## src/core/sysbit_pkg.sv

```systemverilog
// package of constants for the system and control bit block
package sysbit_pkg;
  // ****************************************
  // register map, byte addresses
  // ****************************************
  localparam logic [7:0] STATUS_OFFSET  = 8'h00;
  localparam logic [7:0] ANALOG_OFFSET  = 8'h04;
  localparam logic [7:0] CONTROL_OFFSET = 8'h08;
  localparam logic [7:0] SOURCE_OFFSET  = 8'h0C;

  // ****************************************
  // status field positions
  // ****************************************
  localparam int CONST_HIGH_POS     = 0;
  localparam int CONST_LOW_POS      = 1;
  localparam int SQUARE_POS         = 2;
  localparam int CAL_FAULT_POS      = 3;
  localparam int DST_POS            = 4;
  localparam int FB_COMM_POS        = 5;
  localparam int FB_PWR_POS         = 6;
  localparam int START_POS          = 7;
  localparam int START_INV_POS      = 8;
  localparam int DEC_ACTIVE_POS     = 9;
  localparam int DEC_OK_POS         = 10;
  localparam int CARRIER_POS        = 11;
  localparam int NET_REG_POS        = 12;
  localparam int REMOTE_POS         = 13;
  localparam int DEC_FAIL_POS       = 14;
  localparam int OUT_PWR_POS        = 15;

  // ****************************************
  // control field positions and reset value
  // ****************************************
  localparam int FB_DISC_POS        = 0;
  localparam int BL_INHIBIT_POS     = 1;
  localparam int BL_FORCE_POS       = 2;
  localparam int SCREEN_OWN_POS     = 3;
  localparam logic [3:0] CONTROL_RESET = 4'h0;

  // ****************************************
  // timing
  // ****************************************
  localparam int CLK_HZ             = 125_000_000;
  localparam int HALF_SECOND_MS     = 500;
  localparam int HALF_SECOND_CYCLES = CLK_HZ / 1000 * HALF_SECOND_MS;
  localparam int ANALOG_INPUTS      = 8;

  // axi response codes
  localparam logic [1:0] RESP_OKAY   = 2'b00;
  localparam logic [1:0] RESP_SLVERR = 2'b10;
endpackage

```

## src/core/sysbit_core.sv

```systemverilog
// system status bits and control bits with an axi4-lite register slave
// Function
// - one-second square wave, half high half low
// - calendar fault follows clock data invalid
// - daylight bit follows summer schedule active
// - fieldbus fault follows link communication error
// - fieldbus power fault follows link power loss
// - one-cycle high pulse on stop-to-run
// - one-cycle low pulse on stop-to-run
// - decode active high while broadcast decoding
// - one pulse when decode ends without error
// - decode failure asserted on error finish
// - carrier bit mirrors modem carrier line
// - network bit follows cellular registration
// - remote bit follows remote cellular session
// - output module power bit follows supply
// - eight analog error bits, wire or range
// - inhibit keeps backlight off, else menu
// - force keeps backlight on, else menu
// - force wins over inhibit
// - screen owner: manager when high, program low
module sysbit_core #(
  parameter int HALF_CYCLES = sysbit_pkg::HALF_SECOND_CYCLES,
  parameter int N_ANALOG    = sysbit_pkg::ANALOG_INPUTS
) (
  // clock and reset
  input  wire logic                aclk,
  input  wire logic                aresetn,
  // axi4-lite write address and data
  input  wire logic [7:0]          s_axi_awaddr,
  input  wire logic                s_axi_awvalid,
  output logic                     s_axi_awready,
  input  wire logic [31:0]         s_axi_wdata,
  input  wire logic [3:0]          s_axi_wstrb,
  input  wire logic                s_axi_wvalid,
  output logic                     s_axi_wready,
  // axi4-lite write response
  output logic [1:0]               s_axi_bresp,
  output logic                     s_axi_bvalid,
  input  wire logic                s_axi_bready,
  // axi4-lite read
  input  wire logic [7:0]          s_axi_araddr,
  input  wire logic                s_axi_arvalid,
  output logic                     s_axi_arready,
  output logic [31:0]              s_axi_rdata,
  output logic [1:0]               s_axi_rresp,
  output logic                     s_axi_rvalid,
  input  wire logic                s_axi_rready,
  // controller state sources
  input  wire logic                run_mode,
  input  wire logic                rtc_data_invalid,
  input  wire logic                summer_time_active,
  input  wire logic                fieldbus_comm_error,
  input  wire logic                fieldbus_power_loss,
  input  wire logic                decode_busy,
  input  wire logic                decode_done,
  input  wire logic                decode_error,
  input  wire logic                modem_carrier_line,
  input  wire logic                cell_net_access,
  input  wire logic                cell_remote_access,
  input  wire logic                out_module_supply_on,
  input  wire logic [N_ANALOG-1:0] analog_wire_broken,
  input  wire logic [N_ANALOG-1:0] analog_out_of_range,
  input  wire logic                menu_light_on,
  // status bits to the user program
  output logic                     constant_high_bit,
  output logic                     constant_low_bit,
  output logic                     one_second_square_bit,
  output logic                     calendar_fault_bit,
  output logic                     daylight_saving_bit,
  output logic                     fieldbus_comm_fault_bit,
  output logic                     fieldbus_power_fault_bit,
  output logic                     start_pulse_bit,
  output logic                     start_pulse_inverted_bit,
  output logic                     time_decode_active_bit,
  output logic                     time_decode_success_bit,
  output logic                     carrier_detect_bit,
  output logic                     network_registered_bit,
  output logic                     remote_session_bit,
  output logic                     time_decode_failure_bit,
  output logic                     output_module_power_bit,
  output logic [N_ANALOG-1:0]      analog_in_error_bits,
  // control effects
  output logic                     fieldbus_disconnect,
  output logic                     backlight_on,
  output logic                     screen_from_manager
);
  import sysbit_pkg::*;

  // ****************************************
  // state
  // ****************************************
  typedef struct packed {
    logic [31:0]         half_cnt;
    logic                square;
    logic                run_prev;
    logic                start_pulse;
    logic                dec_ok;
    logic                dec_fail;
    logic [15:0]         status;
    logic [N_ANALOG-1:0] analog;
    logic [3:0]          ctl;
    logic                aw_held;
    logic [7:0]          aw_addr;
    logic                w_held;
    logic [31:0]         w_data;
    logic [3:0]          w_strb;
    logic                bvalid;
    logic [1:0]          bresp;
    logic                rvalid;
    logic [31:0]         rdata;
    logic [1:0]          rresp;
  } sysbit_state_t;

  sysbit_state_t st_ff;
  sysbit_state_t nxt_st;

  localparam logic [31:0] HALF_LAST = 32'(HALF_CYCLES - 1);

  // read decode, shared by the read path
  function automatic logic [32:0] sysbit_read(input logic [7:0] a, input sysbit_state_t s);
    case (a)
      STATUS_OFFSET:  sysbit_read = {1'b1, 16'h0000, s.status};
      ANALOG_OFFSET:  sysbit_read = {1'b1, 32'(s.analog)};
      CONTROL_OFFSET: sysbit_read = {1'b1, 28'h000_0000, s.ctl};
      SOURCE_OFFSET:  sysbit_read = {1'b1, 31'h0000_0000, menu_light_on};
      default:        sysbit_read = {1'b0, 32'h0000_0000};
    endcase
  endfunction

  logic run_rise;
  logic dec_ok_now;
  logic dec_fail_now;
  logic do_write;
  logic [32:0] rd;

  // ****************************************
  // next state
  // ****************************************
  always_comb begin
    nxt_st = st_ff;
    run_rise = run_mode & ~st_ff.run_prev;
    dec_ok_now = decode_done & ~decode_error;
    dec_fail_now = decode_done & decode_error;
    rd = sysbit_read(s_axi_araddr, st_ff);
    do_write = 1'b0;
    // half-second divider toggles the square wave
    if (st_ff.half_cnt >= HALF_LAST) begin
      nxt_st.half_cnt = 32'h0000_0000;
      nxt_st.square = ~st_ff.square;
    end else begin
      nxt_st.half_cnt = 32'(st_ff.half_cnt + 32'h0000_0001);
    end
    // edge of the mode change; held one cycle only
    nxt_st.run_prev = run_mode;
    nxt_st.start_pulse = run_rise;
    nxt_st.dec_ok = dec_ok_now;
    // failure holds until the next decode starts or succeeds
    if (dec_fail_now) begin
      nxt_st.dec_fail = 1'b1;
    end else if (decode_busy | dec_ok_now) begin
      nxt_st.dec_fail = 1'b0;
    end
    // status snapshot, one cycle behind its sources
    nxt_st.status[CONST_HIGH_POS] = 1'b1;
    nxt_st.status[CONST_LOW_POS] = 1'b0;
    nxt_st.status[SQUARE_POS] = nxt_st.square;
    nxt_st.status[CAL_FAULT_POS] = rtc_data_invalid;
    nxt_st.status[DST_POS] = summer_time_active;
    nxt_st.status[FB_COMM_POS] = fieldbus_comm_error;
    nxt_st.status[FB_PWR_POS] = fieldbus_power_loss;
    nxt_st.status[START_POS] = nxt_st.start_pulse;
    nxt_st.status[START_INV_POS] = ~nxt_st.start_pulse;
    nxt_st.status[DEC_ACTIVE_POS] = decode_busy;
    nxt_st.status[DEC_OK_POS] = nxt_st.dec_ok;
    nxt_st.status[CARRIER_POS] = modem_carrier_line;
    nxt_st.status[NET_REG_POS] = cell_net_access;
    nxt_st.status[REMOTE_POS] = cell_remote_access;
    nxt_st.status[DEC_FAIL_POS] = nxt_st.dec_fail;
    nxt_st.status[OUT_PWR_POS] = out_module_supply_on;
    nxt_st.analog = analog_wire_broken | analog_out_of_range;
    // write channels taken independently, in either order
    if (s_axi_awvalid & ~st_ff.aw_held & ~st_ff.bvalid) begin
      nxt_st.aw_held = 1'b1;
      nxt_st.aw_addr = s_axi_awaddr;
    end
    if (s_axi_wvalid & ~st_ff.w_held & ~st_ff.bvalid) begin
      nxt_st.w_held = 1'b1;
      nxt_st.w_data = s_axi_wdata;
      nxt_st.w_strb = s_axi_wstrb;
    end
    if (st_ff.aw_held & st_ff.w_held & ~st_ff.bvalid) begin
      do_write = 1'b1;
      nxt_st.aw_held = 1'b0;
      nxt_st.w_held = 1'b0;
      nxt_st.bvalid = 1'b1;
      nxt_st.bresp = RESP_SLVERR;
      // only the control word is writable; the rest refuse
      if (st_ff.aw_addr == CONTROL_OFFSET) begin
        nxt_st.bresp = RESP_OKAY;
        if (st_ff.w_strb[0]) begin
          nxt_st.ctl = st_ff.w_data[3:0];
        end
      end
    end
    if (st_ff.bvalid & s_axi_bready) begin
      nxt_st.bvalid = 1'b0;
    end
    // read: address taken when no answer is pending
    if (s_axi_arvalid & ~st_ff.rvalid) begin
      nxt_st.rvalid = 1'b1;
      nxt_st.rdata = rd[31:0];
      nxt_st.rresp = rd[32] ? RESP_OKAY : RESP_SLVERR;
    end else if (st_ff.rvalid & s_axi_rready) begin
      nxt_st.rvalid = 1'b0;
    end
    if (!aresetn) begin
      nxt_st = '0;
      nxt_st.ctl = CONTROL_RESET;
      nxt_st.status[CONST_HIGH_POS] = 1'b1;
      nxt_st.status[START_INV_POS] = 1'b1;
    end
  end

  // ****************************************
  // registers
  // ****************************************
  always_ff @(posedge aclk) begin
    st_ff <= nxt_st;
  end

  // bus handshakes; ready is combinational
  assign s_axi_awready = ~st_ff.aw_held & ~st_ff.bvalid;
  assign s_axi_wready  = ~st_ff.w_held & ~st_ff.bvalid;
  assign s_axi_bvalid  = st_ff.bvalid;
  assign s_axi_bresp   = st_ff.bresp;
  assign s_axi_arready = ~st_ff.rvalid;
  assign s_axi_rvalid  = st_ff.rvalid;
  assign s_axi_rdata   = st_ff.rdata;
  assign s_axi_rresp   = st_ff.rresp;

  // status outputs straight from the snapshot register
  assign constant_high_bit        = st_ff.status[CONST_HIGH_POS];
  assign constant_low_bit         = st_ff.status[CONST_LOW_POS];
  assign one_second_square_bit    = st_ff.status[SQUARE_POS];
  assign calendar_fault_bit       = st_ff.status[CAL_FAULT_POS];
  assign daylight_saving_bit      = st_ff.status[DST_POS];
  assign fieldbus_comm_fault_bit  = st_ff.status[FB_COMM_POS];
  assign fieldbus_power_fault_bit = st_ff.status[FB_PWR_POS];
  assign start_pulse_bit          = st_ff.status[START_POS];
  assign start_pulse_inverted_bit = st_ff.status[START_INV_POS];
  assign time_decode_active_bit   = st_ff.status[DEC_ACTIVE_POS];
  assign time_decode_success_bit  = st_ff.status[DEC_OK_POS];
  assign carrier_detect_bit       = st_ff.status[CARRIER_POS];
  assign network_registered_bit   = st_ff.status[NET_REG_POS];
  assign remote_session_bit       = st_ff.status[REMOTE_POS];
  assign time_decode_failure_bit  = st_ff.status[DEC_FAIL_POS];
  assign output_module_power_bit  = st_ff.status[OUT_PWR_POS];
  assign analog_in_error_bits     = st_ff.analog;

  // control effects; force sits before inhibit in priority
  assign fieldbus_disconnect = st_ff.ctl[FB_DISC_POS];
  assign backlight_on = st_ff.ctl[BL_FORCE_POS] | (~st_ff.ctl[BL_INHIBIT_POS] & menu_light_on);
  assign screen_from_manager = st_ff.ctl[SCREEN_OWN_POS];
endmodule

```

## config.mk

```make
export PLATFORM = sky130hd
export DESIGN_NAME = sysbit_core
export DESIGN_NICKNAME = d
export VERILOG_FILES = /design/src/core/sysbit_pkg.sv /design/src/core/sysbit_core.sv
export SDC_FILE = /design/constraint.sdc
export NUM_CORES = 1
export LEC_CHECK = 0
export BUFFER_PORTS_ARGS = -buffer_cell sky130_fd_sc_hd__buf_2
export CORE_ASPECT_RATIO = 1.2
export CORE_UTILIZATION = 30
export DETAILED_ROUTE_END_ITERATION = 6
export SKIP_CTS_REPAIR_TIMING = 1
export SLEW_MARGIN = 20
export SYNTH_ARGS = -nofsm -noshare
export SYNTH_HDL_FRONTEND = slang
export SYNTH_SLANG_ARGS = --single-unit
```

## constraint.sdc

```tcl
create_clock -name aclk -period 1.8 [get_ports aclk]
set_clock_uncertainty 0.15 [all_clocks]
set_input_delay 0.27 -clock aclk [delete_from_list [all_inputs] [get_ports aclk]]
set_output_delay 0.27 -clock aclk [all_outputs]
set_load 0.02 [all_outputs]
```

==> impl_metrics.env, run 1 <==
export IMPL_die_area_sq_um=13900
export IMPL_synth_distinct_cells=44
export IMPL_drc=0
export IMPL_grt_pass1_wl_um=13200
export IMPL_start_util=0.306
export IMPL_reg2reg_depth=6
export IMPL_violations="hold timing, setup timing"
export IMPL_use_met1=0.140
export IMPL_gp_congestion=0.780
export IMPL_drive_gt1_frac=0.363
export IMPL_leakage_nw=2.24
export IMPL_drt_total_wl_um=8770
export IMPL_power_mw=4.34
export IMPL_firstDrtPassIters=4
export IMPL_maxSlewViolCount=0
export IMPL_rr_startpoint="st_ff[139]"
export IMPL_top_register="st_ff"
export IMPL_sequentialPowerShare=0.504
export IMPL_ir_drop_v=0.000461
export IMPL_startpoint="st_ff[139]"
export IMPL_grt_overflow=0
export IMPL_drv_cap=0
export IMPL_core_sq_um=13200
export IMPL_reg2reg_slack_ns=-0.06
export IMPL_crit_chain="inv_1, nand3_2, or4b_4, o211ai_4, clkbuf_16, nor2_1"
export IMPL_final_cells=719
export IMPL_synth_seq_cells=94
export IMPL_wire_per_inst_um=12.2
export IMPL_clk_pin_slew_ns=0.06
export IMPL_clock_latency_ns=0.33
export IMPL_power_net_switching_mw=1.01
export IMPL_fp_dieH_um=129
export IMPL_synth_main_ff_cell="dfxtp_1"
export IMPL_synth_warnings=0
export IMPL_avgSynthCellArea_sq_um=9.61
export IMPL_cts_tree="done"
export IMPL_end_kind="flop"
export IMPL_placement_io_buffers=104
export IMPL_endpoint="st_ff[121]"
export IMPL_critPathKind="flop to flop"
export IMPL_route_vias_total=3135
export IMPL_grt_max_degree=32
export IMPL_mostFrequentLayoutCells="buf_2, dfxtp_1, buf_4, nor2b_1, nand2_1"
export IMPL_largest_reg_flops=50
export IMPL_finalCriticalPeriod_ns=1.86
export IMPL_p_per_area_nw_per_um2=826
export IMPL_cts_buffers=9
export IMPL_netlist_area_sq_um=4040
export IMPL_dpl_worst_slack_ns=-0.0480
export IMPL_antenna_left=0
export IMPL_die_w_um=108
export IMPL_globalRoute_busiestLayer="met2"
export IMPL_hpwl_um=6500
export IMPL_cp_data_required_time_ns=1.87
export IMPL_p_int_mw=3.33
export IMPL_r2r_end="st_ff[121]"
export IMPL_yosysSeqAreaShare=0.466
export IMPL_drtIter0Drc=174
export IMPL_syn_instance_count=420
export IMPL_rows=46
export IMPL_share_comb_of_total_power=0.094
export IMPL_rsz0062_at_grt="true"
export IMPL_crit_slowest_cell="or4b_4"
export IMPL_hold_slack_ns=-0.00450
export IMPL_area_growth_pct=30.2
export IMPL_dp_cells=690
export IMPL_async_flop_share=0
export IMPL_finalWorstSetupSlack_ns=-0.0589
export IMPL_hold_viol_final=3
export IMPL_final_common_cell="buf_2"
export IMPL_clk_path_buf_depth=2
export IMPL_fin_crit_sh=1.03
export IMPL_io_pins=156
export IMPL_outcome="complete, but fails checks"
export IMPL_grt_pass1_vias=2861
export IMPL_setup_viol=23
export IMPL_grt_usage=0.122
export IMPL_worstPathArrival_ns=1.93
export IMPL_h_tree_depth=3
export IMPL_hold_class="primary input to flop"
export IMPL_clkPwrFrac=0.403
export IMPL_globalRouteMet2Util=0.212
export IMPL_max_freq_ghz=0.538
export IMPL_cp_start_kind="flop"
export IMPL_diodes=0
export IMPL_cts_sink_count=94
export IMPL_synth_edf_count=0
export IMPL_via_per_inst=4.36
export IMPL_p_sw_frac=0.233
export IMPL_antenna_found_initial=0
export IMPL_critPathMaxFanout=7
export IMPL_grtUsageMet3=0.0377
export IMPL_final_nets=635
export IMPL_cp_slowest_stage_delay_ns=0.53
export IMPL_root_buffer="clkbuf_16"
per-layer routing:
layer	vias to the layer above	wire, um
met2	88	4280
li1	1600	-
met1	1437	3870
met4	0	111
met5	-	0
met3	10	504
Yosys cell counts, types with 2 or more instances:
cell,instances,area [sq um]
nor3b_1,3,22.5
nor2_2,20,125
a22oi_1,11,82.6
o21a_1,9,67.6
nor2_1,16,60.1
a21o_1,2,15.0
a21oi_1,12,60.1
conb_1,2,7.51
and3_1,7,43.8
clkbuf_1,12,45.0
mux2i_1,17,170
and4_1,2,17.5
buf_4,47,353
nand2b_1,2,12.5
a21boi_0,9,67.6
inv_1,7,26.3
xor2_1,14,123
nor3_1,2,10.0
dfxtp_1,94,1880
o211a_1,2,20.0
and2_1,12,75.1
xnor2_1,9,78.8
o21ai_0,5,25.0
nor2b_1,33,206
nand2_1,29,109
nor4_1,7,43.8
nand4_1,9,56.3
buf_6,2,22.5
nand3_1,9,45.0
metrics by stage:
| step | utilization | setup TNS, ns | instance area (sq um) |
|---|---|---|---|
| after floorplan | - | 0 | 4130 |
| after global placement | 0.359 | -1.26 | 4730 |
| after detailed placement | 0.359 | -0.888 | 4730 |
| after CTS | 0.380 | -1.70 | 5010 |
| after global routing | 0.399 | -2.65 | 5250 |
| final | 0.399 | -0.743 | 5250 |
logic make-up after synthesis:
| family | Yosys count | synth area share |
|---|---|---|
| flops | 94 | 0.466 |
| buf+inv | 69 | 0.112 |
| other cells | 2 | 0.00186 |
| fa+ha+maj | 1 | 0.00310 |
| mux | 17 | 0.0422 |
| simple gates | 159 | 0.226 |
| xor+xnor | 23 | 0.0499 |
| compound gates | 55 | 0.0986 |
power groups by stage:
stage | logic [mW] | registers (mW) | clock network, mW
finish | 0.407 | 2.19 | 1.75
CTS | 0.389 | 2.19 | 1.81
detailed placement | 0.388 | 2.23 | 0
global route | 0.449 | 2.19 | 1.90
floorplan | 0.271 | 2.25 | 0
global placement | 0.382 | 2.23 | 0
worst max-delay path: cells and delay by family, from the launching register on:
kind            cells  cell delay (ns)
compound gates      1             0.32
flops               1             0.32
buf+inv             2             0.31
simple gates        3             0.65
worst min path at each step:
stage	startpoint	to	slack, ns	cells past startpoint
floorplan	st_ff[115]	start_pulse_bit	0.23	1
global placement	st_ff[115]	start_pulse_bit	0.24	1
detailed placement	st_ff[115]	start_pulse_bit	0.24	1
CTS	analog_wire_broken[3]	analog_in_error_bits[3]	-0.02	2
global route	out_module_supply_on	output_module_power_bit	0.0007	2
finish	analog_wire_broken[4]	analog_in_error_bits[4]	-0.004	2
final cells by class:
| type | count | area, sq um |
|---|---|---|
| Clock inverter | 3 | 18.8 |
| Timing Repair Buffer | 153 | 977 |
| Clock buffer | 13 | 260 |
| Multi-Input combinational cell | 281 | 1870 |
| Sequential cell | 94 | 1890 |
| Tap cell | 168 | 210 |
| Fill cell | 1288 | 7930 |
| Inverter | 7 | 26.3 |
No activity file was read; power rests on OpenSTA's default activity.
==> run 2: changes to the inputs <==
--- a/config.mk
+++ b/config.mk
@@ -9,6 +9,7 @@
 export CORE_ASPECT_RATIO = 1.2
 export CORE_UTILIZATION = 30
 export DETAILED_ROUTE_END_ITERATION = 6
+export SETUP_SLACK_MARGIN = 0.1
 export SKIP_CTS_REPAIR_TIMING = 1
 export SLEW_MARGIN = 20
 export SYNTH_ARGS = -nofsm -noshare
==> run 2 against run 1 <==
Net effect: the flow finishes with violations (setup timing); sequential cell count unchanged; worst hold slack gained 0.0072 ns; fmax grew 0.60%; via count up 1.5%; final area increased by 1.1%; sequential power hardly changed; global-route usage is 0.056 points lower; critical endpoint is now st_ff[139].
==> impl_metrics.env, run 2 (synthesis gave the netlist of run 1 again) <==
export IMPL_final_nets=642
export IMPL_wire_per_inst_um=12.3
export IMPL_hold_class="primary input to flop"
export IMPL_drive_gt1_frac=0.362
export IMPL_gp_congestion=0.791
export IMPL_tns_ns=-0.791
export IMPL_fillers=1292
export IMPL_final_cells=726
export IMPL_die_w_um=108
export IMPL_drtIter0Drc=105
export IMPL_mostFrequentLayoutCells="buf_2, dfxtp_1, buf_4, nor2b_1, nand2_1"
export IMPL_firstDrtPassIters=4
export IMPL_placement_io_buffers=104
export IMPL_setup_viol=26
export IMPL_dpl_worst_slack_ns=-0.0525
export IMPL_grt_pass1_vias=2836
export IMPL_antenna_left=0
export IMPL_grt_usage=0.121
export IMPL_dp_cells=689
export IMPL_critPathKind="flop to flop"
export IMPL_critPathMaxFanout=7
export IMPL_antenna_found_initial=0
export IMPL_ir_drop_v=0.000417
export IMPL_finalCriticalPeriod_ns=1.85
export IMPL_finalWorstSetupSlack_ns=-0.0479
export IMPL_top_register="st_ff"
export IMPL_drc=0
export IMPL_h_tree_depth=3
export IMPL_drt_total_wl_um=8950
export IMPL_fp_dieH_um=129
export IMPL_largest_reg_flops=50
export IMPL_maxSlewViolCount=0
export IMPL_cts_sink_count=94
export IMPL_rows=46
export IMPL_p_per_area_nw_per_um2=854
export IMPL_rsz0062_at_grt="true"
export IMPL_fin_crit_sh=1.03
export IMPL_clk_pin_slew_ns=0.06
export IMPL_cp_data_required_time_ns=1.88
export IMPL_grt_overflow=0
export IMPL_clk_path_buf_depth=2
export IMPL_grt_pass1_wl_um=13200
export IMPL_cts_tree="done"
export IMPL_root_buffer="clkbuf_16"
export IMPL_io_pins=156
export IMPL_leakage_nw=2.27
export IMPL_max_freq_ghz=0.541
export IMPL_route_vias_total=3181
export IMPL_cts_buffers=9
export IMPL_hpwl_um=6410
export IMPL_final_common_cell="buf_2"
export IMPL_worstPathArrival_ns=1.92
export IMPL_cp_start_kind="flop"
export IMPL_diodes=0
export IMPL_start_util=0.306
export IMPL_violations="setup timing"
export IMPL_grt_max_degree=31
export IMPL_area_growth_pct=31.6
export IMPL_core_sq_um=13200
export IMPL_hold_viol_final=0
export IMPL_drv_cap=0
export IMPL_hold_slack_ns=0.00272
export IMPL_clock_latency_ns=0.34
export IMPL_end_kind="flop"
export IMPL_via_per_inst=4.38
export IMPL_outcome="complete, but fails checks"
export IMPL_die_area_sq_um=13900
==> run 2: per-stage QoR <==
step	utilization	total power, mW	instance area [sq um]
2_1_floorplan	-	2.52	4150
3_3_place_gp	0.360	2.61	4750
3_5_place_dp	0.360	2.62	4750
4_1_cts	0.384	4.57	5060
5_1_grt	0.403	4.72	5310
6_report	0.403	4.54	5310
==> run 2: layout make-up <==
cell class                 instances  area, sq um  share of cell area
sequential                        94         1890               0.357
multi-input combinational        281         1830               0.344
timing repair buffer             160         1040               0.196
clock buffer                      12          256              0.0483
tap                              168          210              0.0396
clock inverter                     4         53.8              0.0101
inverter                           7         26.3             0.00495
==> run 2: worst paths after layout <==
check	start	endpoint	slack, ns	cells past startpoint
setup / recovery	st_ff[128]	st_ff[139]	-0.05	6
hold / removal	analog_out_of_range[2]	analog_in_error_bits[2]	0.003	2
setup reg to reg	st_ff[128]	st_ff[139]	-0.05	6
hold reg to reg	st_ff[115]	start_pulse_bit	0.24	1
==> run 2: where the power goes <==
group          switching (mW)  internal [mW]
clock                   0.773           1.16
sequential             0.0378           2.15
combinational           0.239          0.182
total                    1.05           3.49
==> run 2: critical path, stage by stage, from the launching register on <==
cell       delay [ns]
dfxtp_2          0.34
a21o_1           0.14
a21oi_2          0.06
or4b_4           0.50
o211ai_4         0.30
clkbuf_16        0.22
nor2_2           0.04
==> run 2: metal layers <==
layer	vias to the layer above	share of wire	GRT usage
met5	-	0	0
met4	0	0.012	0.0459
met3	10	0.051	0.0347
met2	87	0.49	0.207
met1	1471	0.45	0.143
li1	1613	-	-
